==> src/hw/otc_pkg.sv <==
package otc_pkg;

  // ---------------------------------------------------------------
  // clock and timing
  // ---------------------------------------------------------------
  localparam int CLK_PERIOD_NS = 40;
  // silence on the received ac level longer than this flags signal loss
  localparam int LOS_TIME_NS = 100000;
  localparam int LOS_CYC = (LOS_TIME_NS + CLK_PERIOD_NS - 1) / CLK_PERIOD_NS;
  localparam int LOS_CW = 12;

  // ---------------------------------------------------------------
  // two-wire management access
  // ---------------------------------------------------------------
  localparam logic [6:0] DIAG_DEV_ADDR = 7'h51;
  localparam logic [7:0] STATUS_CONTROL_BYTE_OFS = 8'h6E;
  localparam logic [7:0] STATUS_CONTROL_BYTE_RST = 8'h00;

  // status/control byte field positions
  localparam int SCB_TX_OFF_STATE_BIT = 7;
  localparam int SCB_SOFT_TX_OFF_BIT = 6;
  localparam int SCB_TX_FAULT_BIT = 2;
  localparam int SCB_RX_LOST_BIT = 1;

  // ---------------------------------------------------------------
  // types
  // ---------------------------------------------------------------
  typedef enum logic [7:0] {
    OTC_IDLE  = 8'h01,
    OTC_ADDR  = 8'h02,
    OTC_ACK   = 8'h04,
    OTC_WPTR  = 8'h08,
    OTC_WDATA = 8'h10,
    OTC_RDATA = 8'h20,
    OTC_RACK  = 8'h40,
    OTC_RLOAD = 8'h80
  } otc_state_e;

  // open-drain pin carrier
  typedef struct packed {
    logic out;
    logic oe;
  } otc_od_s;

  // analog monitor flags feeding the fault logic
  typedef struct packed {
    logic power_low;
    logic power_high;
    logic eye_unsafe;
  } otc_mon_s;

endpackage

==> src/hw/otc_tx_control_status.sv <==
`timescale 1ns/1ns
// ---------------------------------------------------------------
// ---------------------------------------------------------------
module otc_tx_control_status (
  input wire logic clock,
  input wire logic arst_n,
  input wire logic tx_off_req,
  input wire otc_pkg::otc_mon_s mon,
  input wire logic rx_ac_transition,
  input wire logic scl_in,
  input wire logic sda_in,
  output logic sda_out,
  output logic sda_oe,
  output logic tx_fault_out,
  output logic tx_fault_oe,
  output logic receive_signal_lost_pin,
  output logic laser_enable
);
  import otc_pkg::*;

  // ---------------------------------------------------------------
  // transmit control
  // ---------------------------------------------------------------
  logic req_reg, req_next;
  logic soft_off_reg, soft_off_next;
  logic fault_reg, fault_next;
  logic laser_en_reg, laser_en_next;
  logic fault_oe_reg, fault_oe_next;
  logic fault_set;
  logic req_rise;
  logic soft_wr;
  logic [7:0] wr_byte;

  always_comb begin
    // a floating request reads high through the pull-up
    req_next = tx_off_req;
    req_rise = tx_off_req & ~req_reg;
    fault_set = mon.power_low | mon.power_high | mon.eye_unsafe;
    // set wins over the toggle that clears it
    if (fault_set) begin
      fault_next = 1'b1;
    end else if (req_rise) begin
      fault_next = 1'b0;
    end else begin
      fault_next = fault_reg;
    end
    if (soft_wr) begin
      soft_off_next = wr_byte[SCB_SOFT_TX_OFF_BIT];
    end else begin
      soft_off_next = soft_off_reg;
    end
    // eye trip gates the laser in the same cycle via fault_set
    laser_en_next = ~(tx_off_req | soft_off_reg | fault_reg | fault_set);
    fault_oe_next = ~fault_next;
  end

  always_ff @(posedge clock or negedge arst_n) begin
    if (!arst_n) begin
      req_reg <= 1'b1;
      soft_off_reg <= 1'b0;
      fault_reg <= 1'b0;
      laser_en_reg <= 1'b0;
      fault_oe_reg <= 1'b1;
    end else begin
      req_reg <= req_next;
      soft_off_reg <= soft_off_next;
      fault_reg <= fault_next;
      laser_en_reg <= laser_en_next;
      fault_oe_reg <= fault_oe_next;
    end
  end

  // ---------------------------------------------------------------
  // receive signal-loss detector
  // ---------------------------------------------------------------
  logic [LOS_CW-1:0] quiet_cnt_reg, quiet_cnt_next;
  logic lost_reg, lost_next;

  always_comb begin
    quiet_cnt_next = quiet_cnt_reg;
    lost_next = lost_reg;
    if (rx_ac_transition) begin
      quiet_cnt_next = '0;
      lost_next = 1'b0;
    end else if (quiet_cnt_reg == LOS_CW'(LOS_CYC - 1)) begin
      lost_next = 1'b1;
    end else begin
      quiet_cnt_next = quiet_cnt_reg + 1'b1;
    end
  end

  always_ff @(posedge clock or negedge arst_n) begin
    if (!arst_n) begin
      quiet_cnt_reg <= '0;
      lost_reg <= 1'b1;
    end else begin
      quiet_cnt_reg <= quiet_cnt_next;
      lost_reg <= lost_next;
    end
  end

  // ---------------------------------------------------------------
  // status/control byte image
  // ---------------------------------------------------------------
  logic [7:0] scb;

  always_comb begin
    scb = STATUS_CONTROL_BYTE_RST;
    scb[SCB_TX_OFF_STATE_BIT] = req_reg;
    scb[SCB_SOFT_TX_OFF_BIT] = soft_off_reg;
    scb[SCB_TX_FAULT_BIT] = fault_reg;
    scb[SCB_RX_LOST_BIT] = lost_reg;
  end

  // ---------------------------------------------------------------
  // two-wire slave
  // ---------------------------------------------------------------
  otc_state_e st_reg, st_next;
  otc_state_e ret_reg, ret_next;
  logic scl_d_reg, sda_d_reg;
  logic [7:0] sh_reg, sh_next;
  logic [2:0] cnt_reg, cnt_next;
  logic [7:0] ptr_reg, ptr_next;
  logic oe_reg, oe_next;
  logic scl_rise, scl_fall, start_c, stop_c;
  logic [7:0] rd_byte;

  always_comb begin
    scl_rise = scl_in & ~scl_d_reg;
    scl_fall = ~scl_in & scl_d_reg;
    start_c = scl_in & scl_d_reg & sda_d_reg & ~sda_in;
    stop_c = scl_in & scl_d_reg & ~sda_d_reg & sda_in;
    // only one byte of the page is live; the rest reads zero
    rd_byte = (ptr_reg == STATUS_CONTROL_BYTE_OFS) ? scb : 8'h00;
    st_next = st_reg;
    ret_next = ret_reg;
    sh_next = sh_reg;
    cnt_next = cnt_reg;
    ptr_next = ptr_reg;
    oe_next = oe_reg;
    soft_wr = 1'b0;
    wr_byte = sh_reg;
    if (start_c) begin
      st_next = OTC_ADDR;
      cnt_next = 3'h0;
      oe_next = 1'b0;
    end else if (stop_c) begin
      st_next = OTC_IDLE;
      oe_next = 1'b0;
    end else begin
      case (st_reg)
        OTC_IDLE: begin
          oe_next = 1'b0;
        end
        OTC_ADDR: begin
          if (scl_rise) begin
            sh_next = {sh_reg[6:0], sda_in};
            cnt_next = cnt_reg + 3'h1;
            if (cnt_reg == 3'h7) begin
              if (sh_reg[6:0] == DIAG_DEV_ADDR) begin
                if (sda_in) begin
                  ret_next = OTC_RLOAD;
                end else begin
                  ret_next = OTC_WPTR;
                end
                st_next = OTC_ACK;
              end else begin
                st_next = OTC_IDLE;
              end
            end
          end
        end
        OTC_ACK: begin
          // first falling edge pulls low, second releases, or on a read drives bit 7 of the byte
          if (scl_fall) begin
            if (!oe_reg) begin
              oe_next = 1'b1;
            end else begin
              oe_next = 1'b0;
              cnt_next = 3'h0;
              if (ret_reg == OTC_RLOAD) begin
                oe_next = ~rd_byte[7];
                sh_next = rd_byte;
                st_next = OTC_RDATA;
              end else begin
                st_next = ret_reg;
              end
            end
          end
        end
        OTC_WPTR: begin
          if (scl_rise) begin
            sh_next = {sh_reg[6:0], sda_in};
            cnt_next = cnt_reg + 3'h1;
            if (cnt_reg == 3'h7) begin
              ptr_next = {sh_reg[6:0], sda_in};
              ret_next = OTC_WDATA;
              st_next = OTC_ACK;
            end
          end
        end
        OTC_WDATA: begin
          if (scl_rise) begin
            sh_next = {sh_reg[6:0], sda_in};
            cnt_next = cnt_reg + 3'h1;
            if (cnt_reg == 3'h7) begin
              wr_byte = {sh_reg[6:0], sda_in};
              // mirrored bits ignore writes
              soft_wr = (ptr_reg == STATUS_CONTROL_BYTE_OFS);
              ptr_next = ptr_reg + 8'h01;
              ret_next = OTC_WDATA;
              st_next = OTC_ACK;
            end
          end
        end
        OTC_RDATA: begin
          if (scl_fall) begin
            if (cnt_reg == 3'h7) begin
              oe_next = 1'b0;
              ptr_next = ptr_reg + 8'h01;
              st_next = OTC_RACK;
            end else begin
              cnt_next = cnt_reg + 3'h1;
              sh_next = {sh_reg[6:0], 1'b0};
              oe_next = ~sh_reg[6];
            end
          end
        end
        OTC_RACK: begin
          if (scl_rise) begin
            if (sda_in) begin
              st_next = OTC_IDLE;
            end else begin
              st_next = OTC_RLOAD;
            end
          end
        end
        OTC_RLOAD: begin
          if (scl_fall) begin
            cnt_next = 3'h0;
            sh_next = rd_byte;
            oe_next = ~rd_byte[7];
            st_next = OTC_RDATA;
          end
        end
        default: begin
          st_next = OTC_IDLE;
          oe_next = 1'b0;
        end
      endcase
    end
  end

  always_ff @(posedge clock or negedge arst_n) begin
    if (!arst_n) begin
      st_reg <= OTC_IDLE;
      ret_reg <= OTC_IDLE;
      scl_d_reg <= 1'b1;
      sda_d_reg <= 1'b1;
      sh_reg <= 8'h00;
      cnt_reg <= 3'h0;
      ptr_reg <= 8'h00;
      oe_reg <= 1'b0;
    end else begin
      st_reg <= st_next;
      ret_reg <= ret_next;
      scl_d_reg <= scl_in;
      sda_d_reg <= sda_in;
      sh_reg <= sh_next;
      cnt_reg <= cnt_next;
      ptr_reg <= ptr_next;
      oe_reg <= oe_next;
    end
  end

  // ---------------------------------------------------------------
  // outputs
  // ---------------------------------------------------------------
  logic zero_reg;

  always_ff @(posedge clock or negedge arst_n) begin
    if (!arst_n) begin
      zero_reg <= 1'b0;
    end else begin
      zero_reg <= 1'b0;
    end
  end

  assign sda_out = zero_reg;
  assign sda_oe = oe_reg;
  assign tx_fault_out = zero_reg;
  assign tx_fault_oe = fault_oe_reg;
  assign receive_signal_lost_pin = lost_reg;
  assign laser_enable = laser_en_reg;

endmodule // otc_tx_control_status

==> config.mk <==
export PLATFORM = sky130hd
export DESIGN_NAME = otc_tx_control_status
export DESIGN_NICKNAME = d
export VERILOG_FILES = /design/src/hw/otc_pkg.sv /design/src/hw/otc_tx_control_status.sv
export SDC_FILE = /design/constraint.sdc
export NUM_CORES = 1
export LEC_CHECK = 0
export ABC_CLOCK_PERIOD_IN_PS = 6900
export BUFFER_PORTS_ARGS = -buffer_cell sky130_fd_sc_hd__buf_2
export CAP_MARGIN = 20
export CELL_PAD_IN_SITES_DETAIL_PLACEMENT = 0
export CELL_PAD_IN_SITES_GLOBAL_PLACEMENT = 2
export CORE_ASPECT_RATIO = 1.5
export CORE_UTILIZATION = 30
export CTS_CLUSTER_SIZE = 40
export DETAILED_ROUTE_END_ITERATION = 7
export PLACE_DENSITY = 0.72
export SLEW_MARGIN = 20
export SYNTH_ARGS = -nofsm -noshare
export SYNTH_HDL_FRONTEND = slang
export SYNTH_SLANG_ARGS = --single-unit
==> constraint.sdc <==
create_clock -name clock -period 6.9 [get_ports clock]
set_clock_uncertainty 0.1 [all_clocks]
set_input_delay 1.38 -clock clock [delete_from_list [all_inputs] [get_ports clock]]
set_output_delay 1.38 -clock clock [all_outputs]
set_load 0.03 [all_outputs]
==> flow_summary_export.csv, run 1 <==
group,metric,value,unit
worst_hold_path,worstHoldPathCells,1,
power_and_ir_drop,vdd_drop_max,0.149,mV
floorplanning,io_pins,15,
setup_path,criticalPathCategory,"in -> reg",
synth,synth_cell_types,54,
setup_path,endpoint_kind,"register",
timing,min_period,3.29,ns
clocking,cts_setup_buffers,0,
synth,syn-instance-count,320,
setup_path,cp-start-kind,"primary input",
grt,grt_pass1_vias,2318,
timing,tightest_slew,0.814,ns
synth,synth_ff_type,"dfrtp_1",
clocking,postCtsHoldBufs,0,
timing,grt_setup_unrepaired,"no",
power_and_ir_drop,p_leak,0.00143,uW
outcome,outcome,"finished clean",
grt,grt_pass1_wl,12.2,mm
timing,finalHoldViolCount,0,
floorplanning,die_w,83.1,um
power_and_ir_drop,switching_share,29.0,%
floorplanning,initial_core_util,30.7,%
placed_design,port_buffers,12,
floorplanning,rows,44,
synth,yosys.area_share.simple,27.4,%
floorplanning,core-area,9630,sq um
setup_path,worst-r2r-cell-count,5,
synth,yosys-mux-area-fraction,6.64,%
clocking,clk_latency,0.30,ns
drt,drcViolationCount,0,
clocking,htreeDepth,2,
setup_path,reg2reg_to,"sh_reg[2]",
power_and_ir_drop,power.switching,198,uW
power_and_ir_drop,pwr-share-seq,48.8,%
synth,async_reset_ff_share,100,%
synth,synth-adder-area-share,2.11,%
clocking,cts_buffers,5,
placed_design,dp.final_hpwl,5.41,mm
drt,drt_first_pass_iters,4,
finish,largest_register_ffs,12,
synth,synth_compound_area_share,12.8,%
timing,timing.hold.ws,0.370,ns
synth,syn_area_per_cell,9.25,sq um
drt,vias,2394,
synth,yosysSeqAreaShare,43.4,%
worst_hold_path,min_from,"fault_reg",
timing,setup_violations,0,
grt,antenna_found_initial,0,
power_and_ir_drop,finalPower,685,uW
clocking,numClockSinks,51,
setup_path,critPathRequiredTime,6.98,ns
drt,routed_wirelength,7.51,mm
clocking,clkSlewWorstSetupHoldPaths,0.08,ns
synth,ys_ff_latch,51,
setup_path,crit_chain,"buf_2, or4b_2, nor4_1, o211ai_1, clkbuf_2, or3_1, o311ai_0",
synth,synth_edf_count,0,
worst_hold_path,min_to,"laser_enable",
clocking,clock_path_buffers,2,
drt,wl_per_cell,16.9,um
clocking,cts-root-buf,"clkbuf_16",
power_and_ir_drop,powerDensity,210,nW/um^2
setup_path,worstSetupStartpoint,"scl_in",
timing,fin_tns_setup,0,ns
drt,ant_nets,0,
finish,n_antenna_cell,0,
timing,drv_slew,0,
grt,grt_use_total,15.4,%
timing,max_freq,0.304,GHz
grt,grt_max_degree,52,
finish,nets,342,
floorplanning,die-area,10300,sq um
run,drv_cap,0,
setup_path,r2r_start,"st_reg[4]",
power_and_ir_drop,internal-power,487,uW
setup_path,cpMaxStageDelayCell,"or4b_2",
setup_path,rrSetupSlack,4.01,ns
setup_path,path_max_fanout,9,
timing,finalCritPeriodShare,47.7,%
synth,synth_xor_area_share,3.55,%
finish,layout-drive-gt1-share,12.5,%
timing,slew_headroom,45.2,%
setup_path,cp_data_arrival_time,3.38,ns
finish,area_growth,10.0,%
power_and_ir_drop,power_frac_clock,38.1,%
synth,netlist_area,2960,sq um
clocking,cts_tree,"yes",
drt,viasPerCell,5.39,
synth,synth_top_family_by_area,"simple AND/OR/NAND/NOR gates",
floorplanning,die_y,124,um
placed_design,gp_congestion,0.820,
drt,drt_iter0_drc,83,
worst_hold_path,hold_class,"reg -> reg",
synth,ys.warnings.count,0,
setup_path,cpPeakStageDelay,0.59,ns
grt,grt_overflow,0,
power_and_ir_drop,p_comb_share,13.1,%
clocking,cts_resized,0,
## final cells by class
class | instances | area, sq um
flip-flops and latches | 51 | 1280
repair buffers | 14 | 72.6
clock buffers | 5 | 125
fillers | 980 | 6380
well taps | 115 | 144
inverters | 11 | 41.3
clock inverters | 3 | 27.5
multi-input cells | 245 | 1560
## worst max-delay path, delay by kind of cell
family / cells / cell delay (ns)
buf+inv: 2 / 0.42
simple gates: 3 / 1.15
compound gates: 2 / 0.42
## routing by layer
metal / GRT usage (%) / wire length (um) / up-vias
li1: - / - / 1165
met1: 17.6 / 3130 / 1151
met2: 27.1 / 3860 / 57
met3: 2.52 / 220 / 21
met4: 8.94 / 299 / 0
met5: 0 / 0 / -
## kinds of logic after synthesis
family          after synthesis
flops                        51
other cells                   1
buf+inv                      25
compound gates               58
mux                          19
simple gates                149
fa+ha+maj                     5
xor+xnor                     12
## power by group through the flow
stage / Combinational (uW) / Sequential [uW] / Clock, uW
finish: 90.1 / 334 / 261
global route: 99.7 / 337 / 286
CTS: 90.6 / 334 / 271
detailed placement: 90.5 / 340 / 0
global placement: 90.9 / 340 / 0
floorplan: 69.5 / 335 / 0
## worst max path at each step
| stage | endpoint | slack (ns) | cells after the start |
|---|---|---|---|
| floorplan | ptr_reg[6] | 3.88 | 6 |
| global placement | ptr_reg[0] | 3.34 | 6 |
| detailed placement | ptr_reg[0] | 3.28 | 6 |
| CTS | ptr_reg[0] | 3.59 | 6 |
| global route | ptr_reg[0] | 3.37 | 7 |
| finish | ptr_reg[0] | 3.61 | 7 |
## cell usage after synthesis (6+ instances only)
cell / number / area, sq um
xor2_1: 10 / 87.6
a21oi_1: 17 / 85.1
nor4_1: 6 / 37.5
nand2_1: 40 / 150
or3_1: 9 / 56.3
inv_1: 11 / 41.3
nand2b_1: 6 / 37.5
nand4_1: 6 / 37.5
dfrtp_1: 44 / 1100
nor2_1: 25 / 93.8
nand3_1: 14 / 70.1
mux2i_1: 14 / 140
clkbuf_1: 9 / 33.8
o21ai_0: 17 / 85.1
dfstp_2: 7 / 184
and3_1: 6 / 37.5
nor3_1: 7 / 35.0
## through the flow
stage               cells  cell area, sq um  setup WS [ns]  util [%]
detailed placement    435              3100           3.28      32.2
global route          444              3260           3.37      33.8
floorplan             321              2960           3.88         -
global placement      435              3100           3.34      32.2
finish                444              3260           3.61      33.8
CTS                   443              3250           3.59      33.8
## layout by cell type (no fill, tap or decap), types with 5 or more instances in the layout
| cell type | netlist | routed |
|---|---|---|
| and3_1 | 6 | 6 |
| xor2_1 | 10 | 10 |
| nand3_1 | 14 | 14 |
| dfstp_2 | 7 | 7 |
| clkbuf_16 | 0 | 5 |
| nand4_1 | 6 | 6 |
| mux2_2 | 5 | 5 |
| or3_1 | 9 | 9 |
| buf_2 | 1 | 12 |
| nor2_1 | 25 | 25 |
| a21oi_1 | 17 | 17 |
| nand2_1 | 40 | 40 |
| o21ai_0 | 17 | 17 |
| nor3_1 | 7 | 7 |
| inv_1 | 11 | 11 |
| mux2i_1 | 14 | 14 |
| ha_1 | 5 | 5 |
| nand2b_1 | 6 | 6 |
| dfrtp_1 | 44 | 44 |
| nor4_1 | 6 | 6 |
| nand4b_1 | 5 | 5 |
Power figures use the tool's default switching activity.
==> inputs of run 2 (changes only) <==
ABC_CLOCK_PERIOD_IN_PS = 3220   (was 6900)
clock period = 3.22 ns   (was 6.9 ns; I/O delays follow)
==> flow_summary_export.csv, run 2 (synthesized netlist as in run 1, its figures left out) <==
group,metric,value,unit
outcome,outcome,"finished clean",
setup_path,cpMaxStageDelayCell,"or3_1",
timing,fin_ws,0.681,ns
timing,tightest_slew,0.660,ns
finish,nets,347,
clocking,clock_path_buffers,2,
clocking,cts-root-buf,"clkbuf_16",
drt,drcViolationCount,0,
grt,grt_overflow,0,
floorplanning,initial_core_util,30.7,%
drt,viasPerCell,5.30,
timing,drv_slew,0,
drt,drt_iter0_drc,86,
clocking,cts_resized,0,
setup_path,rrSetupSlack,0.68,ns
setup_path,cp-start-kind,"register",
clocking,postCtsHoldBufs,0,
floorplanning,rows,44,
clocking,numClockSinks,51,
grt,grt_pass1_wl,12.7,mm
finish,fill_cells,968,
clocking,cts_setup_buffers,0,
clocking,htreeDepth,2,
power_and_ir_drop,p_leak,0.00146,uW
finish,largest_register_ffs,12,
setup_path,criticalPathCategory,"reg -> reg",
run,drv_cap,0,
placed_design,dp_worst_setup_slack,0.630,ns
placed_design,port_buffers,12,
setup_path,r2r_start,"st_reg[1]",
setup_path,cp_data_arrival_time,2.62,ns
floorplanning,die_y,124,um
timing,finalCritPeriodShare,78.8,%
timing,grt_setup_unrepaired,"no",
placed_design,dp.final_hpwl,5.68,mm
drt,wl_per_cell,17.1,um
finish,layout-drive-gt1-share,13.8,%
floorplanning,core-area,9630,sq um
placed_design,placed_cells,441,
setup_path,path_max_fanout,10,
clocking,clkSlewWorstSetupHoldPaths,0.08,ns
power_and_ir_drop,vdd_drop_max,0.209,mV
timing,max_freq,0.394,GHz
drt,drt_first_pass_iters,4,
timing,finalHoldViolCount,0,
finish,layout_common_cells,"44 x dfrtp_1, 40 x nand2_1, 25 x nor2_1, 17 x o21ai_0, 17 x a21oi_1",
placed_design,gp_congestion,0.877,
floorplanning,die_w,83.1,um
setup_path,critPathBufInv,0,
setup_path,critPathRequiredTime,3.30,ns
grt,grt_max_degree,42,
grt,grt_pass1_vias,2419,
drt,ant_nets,0,
setup_path,cpPeakStageDelay,0.56,ns
setup_path,crit_chain,"or3_1, or4_4, o211ai_4, nand4_4, mux2_2",
floorplanning,io_pins,15,
timing,slew_headroom,55.4,%
worst_hold_path,hold_class,"in -> async",
timing,min_period,2.54,ns
setup_path,endpoint_kind,"register",
grt,grt_use_total,16.0,%
grt,antenna_found_initial,0,
timing,setup_violations,0,
timing,fin_tns_setup,0,ns
setup_path,critical-path-top-delay-family,"simple AND/OR/NAND/NOR gates",
finish,area_growth,11.2,%
setup_path,worst-r2r-cell-count,5,
finish,n_antenna_cell,0,
power_and_ir_drop,powerDensity,452,nW/um^2
clocking,cts_buffers,5,
setup_path,reg2reg_to,"sh_reg[0]",
finish,layout_commonest_cell,"dfrtp_1",
drt,routed_wirelength,7.68,mm
drt,vias,2378,
clocking,clk_latency,0.30,ns
clocking,cts_tree,"yes",
finish,finalNonFillerCells,449,
floorplanning,die-area,10300,sq um
run 2: changes by cell type in the layout (fill, tap and decap cells not counted), sizes merged:
cell	previous run	this run
clkbuf	6	5
buf	13	19
run 2: worst max path at each step:
stage / startpoint / to / slack [ns] / cells after the start
floorplan: st_reg[1] / sh_reg[0] / 0.85 / 7
global placement: scl_in / ptr_reg[0] / 0.65 / 7
detailed placement: scl_in / ptr_reg[0] / 0.63 / 7
CTS: st_reg[1] / sh_reg[6] / 0.70 / 5
global route: st_reg[1] / sh_reg[0] / 0.57 / 5
finish: st_reg[1] / sh_reg[0] / 0.68 / 5
run 2: area by class of cell:
| cell class | instances | area (sq um) | share of cell area (%) |
|---|---|---|---|
| inverter | 11 | 41.3 | 1.25 |
| timing repair buffer | 19 | 113 | 3.42 |
| sequential | 51 | 1280 | 39.0 |
| tap | 115 | 144 | 4.37 |
| clock inverter | 3 | 23.8 | 0.722 |
| multi-input combinational | 245 | 1560 | 47.4 |
| clock buffer | 5 | 125 | 3.80 |
run 2: worst register-to-register path, stage by stage (launching register included):
cell      delay, ns
dfrtp_1        0.45
or3_1          0.56
or4_4          0.55
o211ai_4       0.22
nand4_4        0.20
mux2_2         0.33
run 2: routing by layer:
metal	GRT usage [%]	wire, um
met1	17.8	3070
met2	28.7	4070
met3	2.32	147
met4	10.2	398
met5	0	0
run 2: per-stage QoR:
stage                     instance area (sq um)  power [uW]  utilization (%)  hold slack [ns]
after global placement                     3140         945             32.6            0.354
after global routing                       3290        1560             34.2            0.109
after CTS                                  3290        1510             34.2            0.106
after floorplan                            2960         866                -            0.248
final                                      3290        1490             34.2           0.0955
after detailed placement                   3140         945             32.6            0.353
run 2: report_power, final:
part | leakage (uW) | switching (uW) | internal (uW) | total, uW
sequential | 0.000662 | 39.8 | 678 | 718
clock | 0.0000717 | 265 | 293 | 558
combinational | 0.000723 | 129 | 82.6 | 212
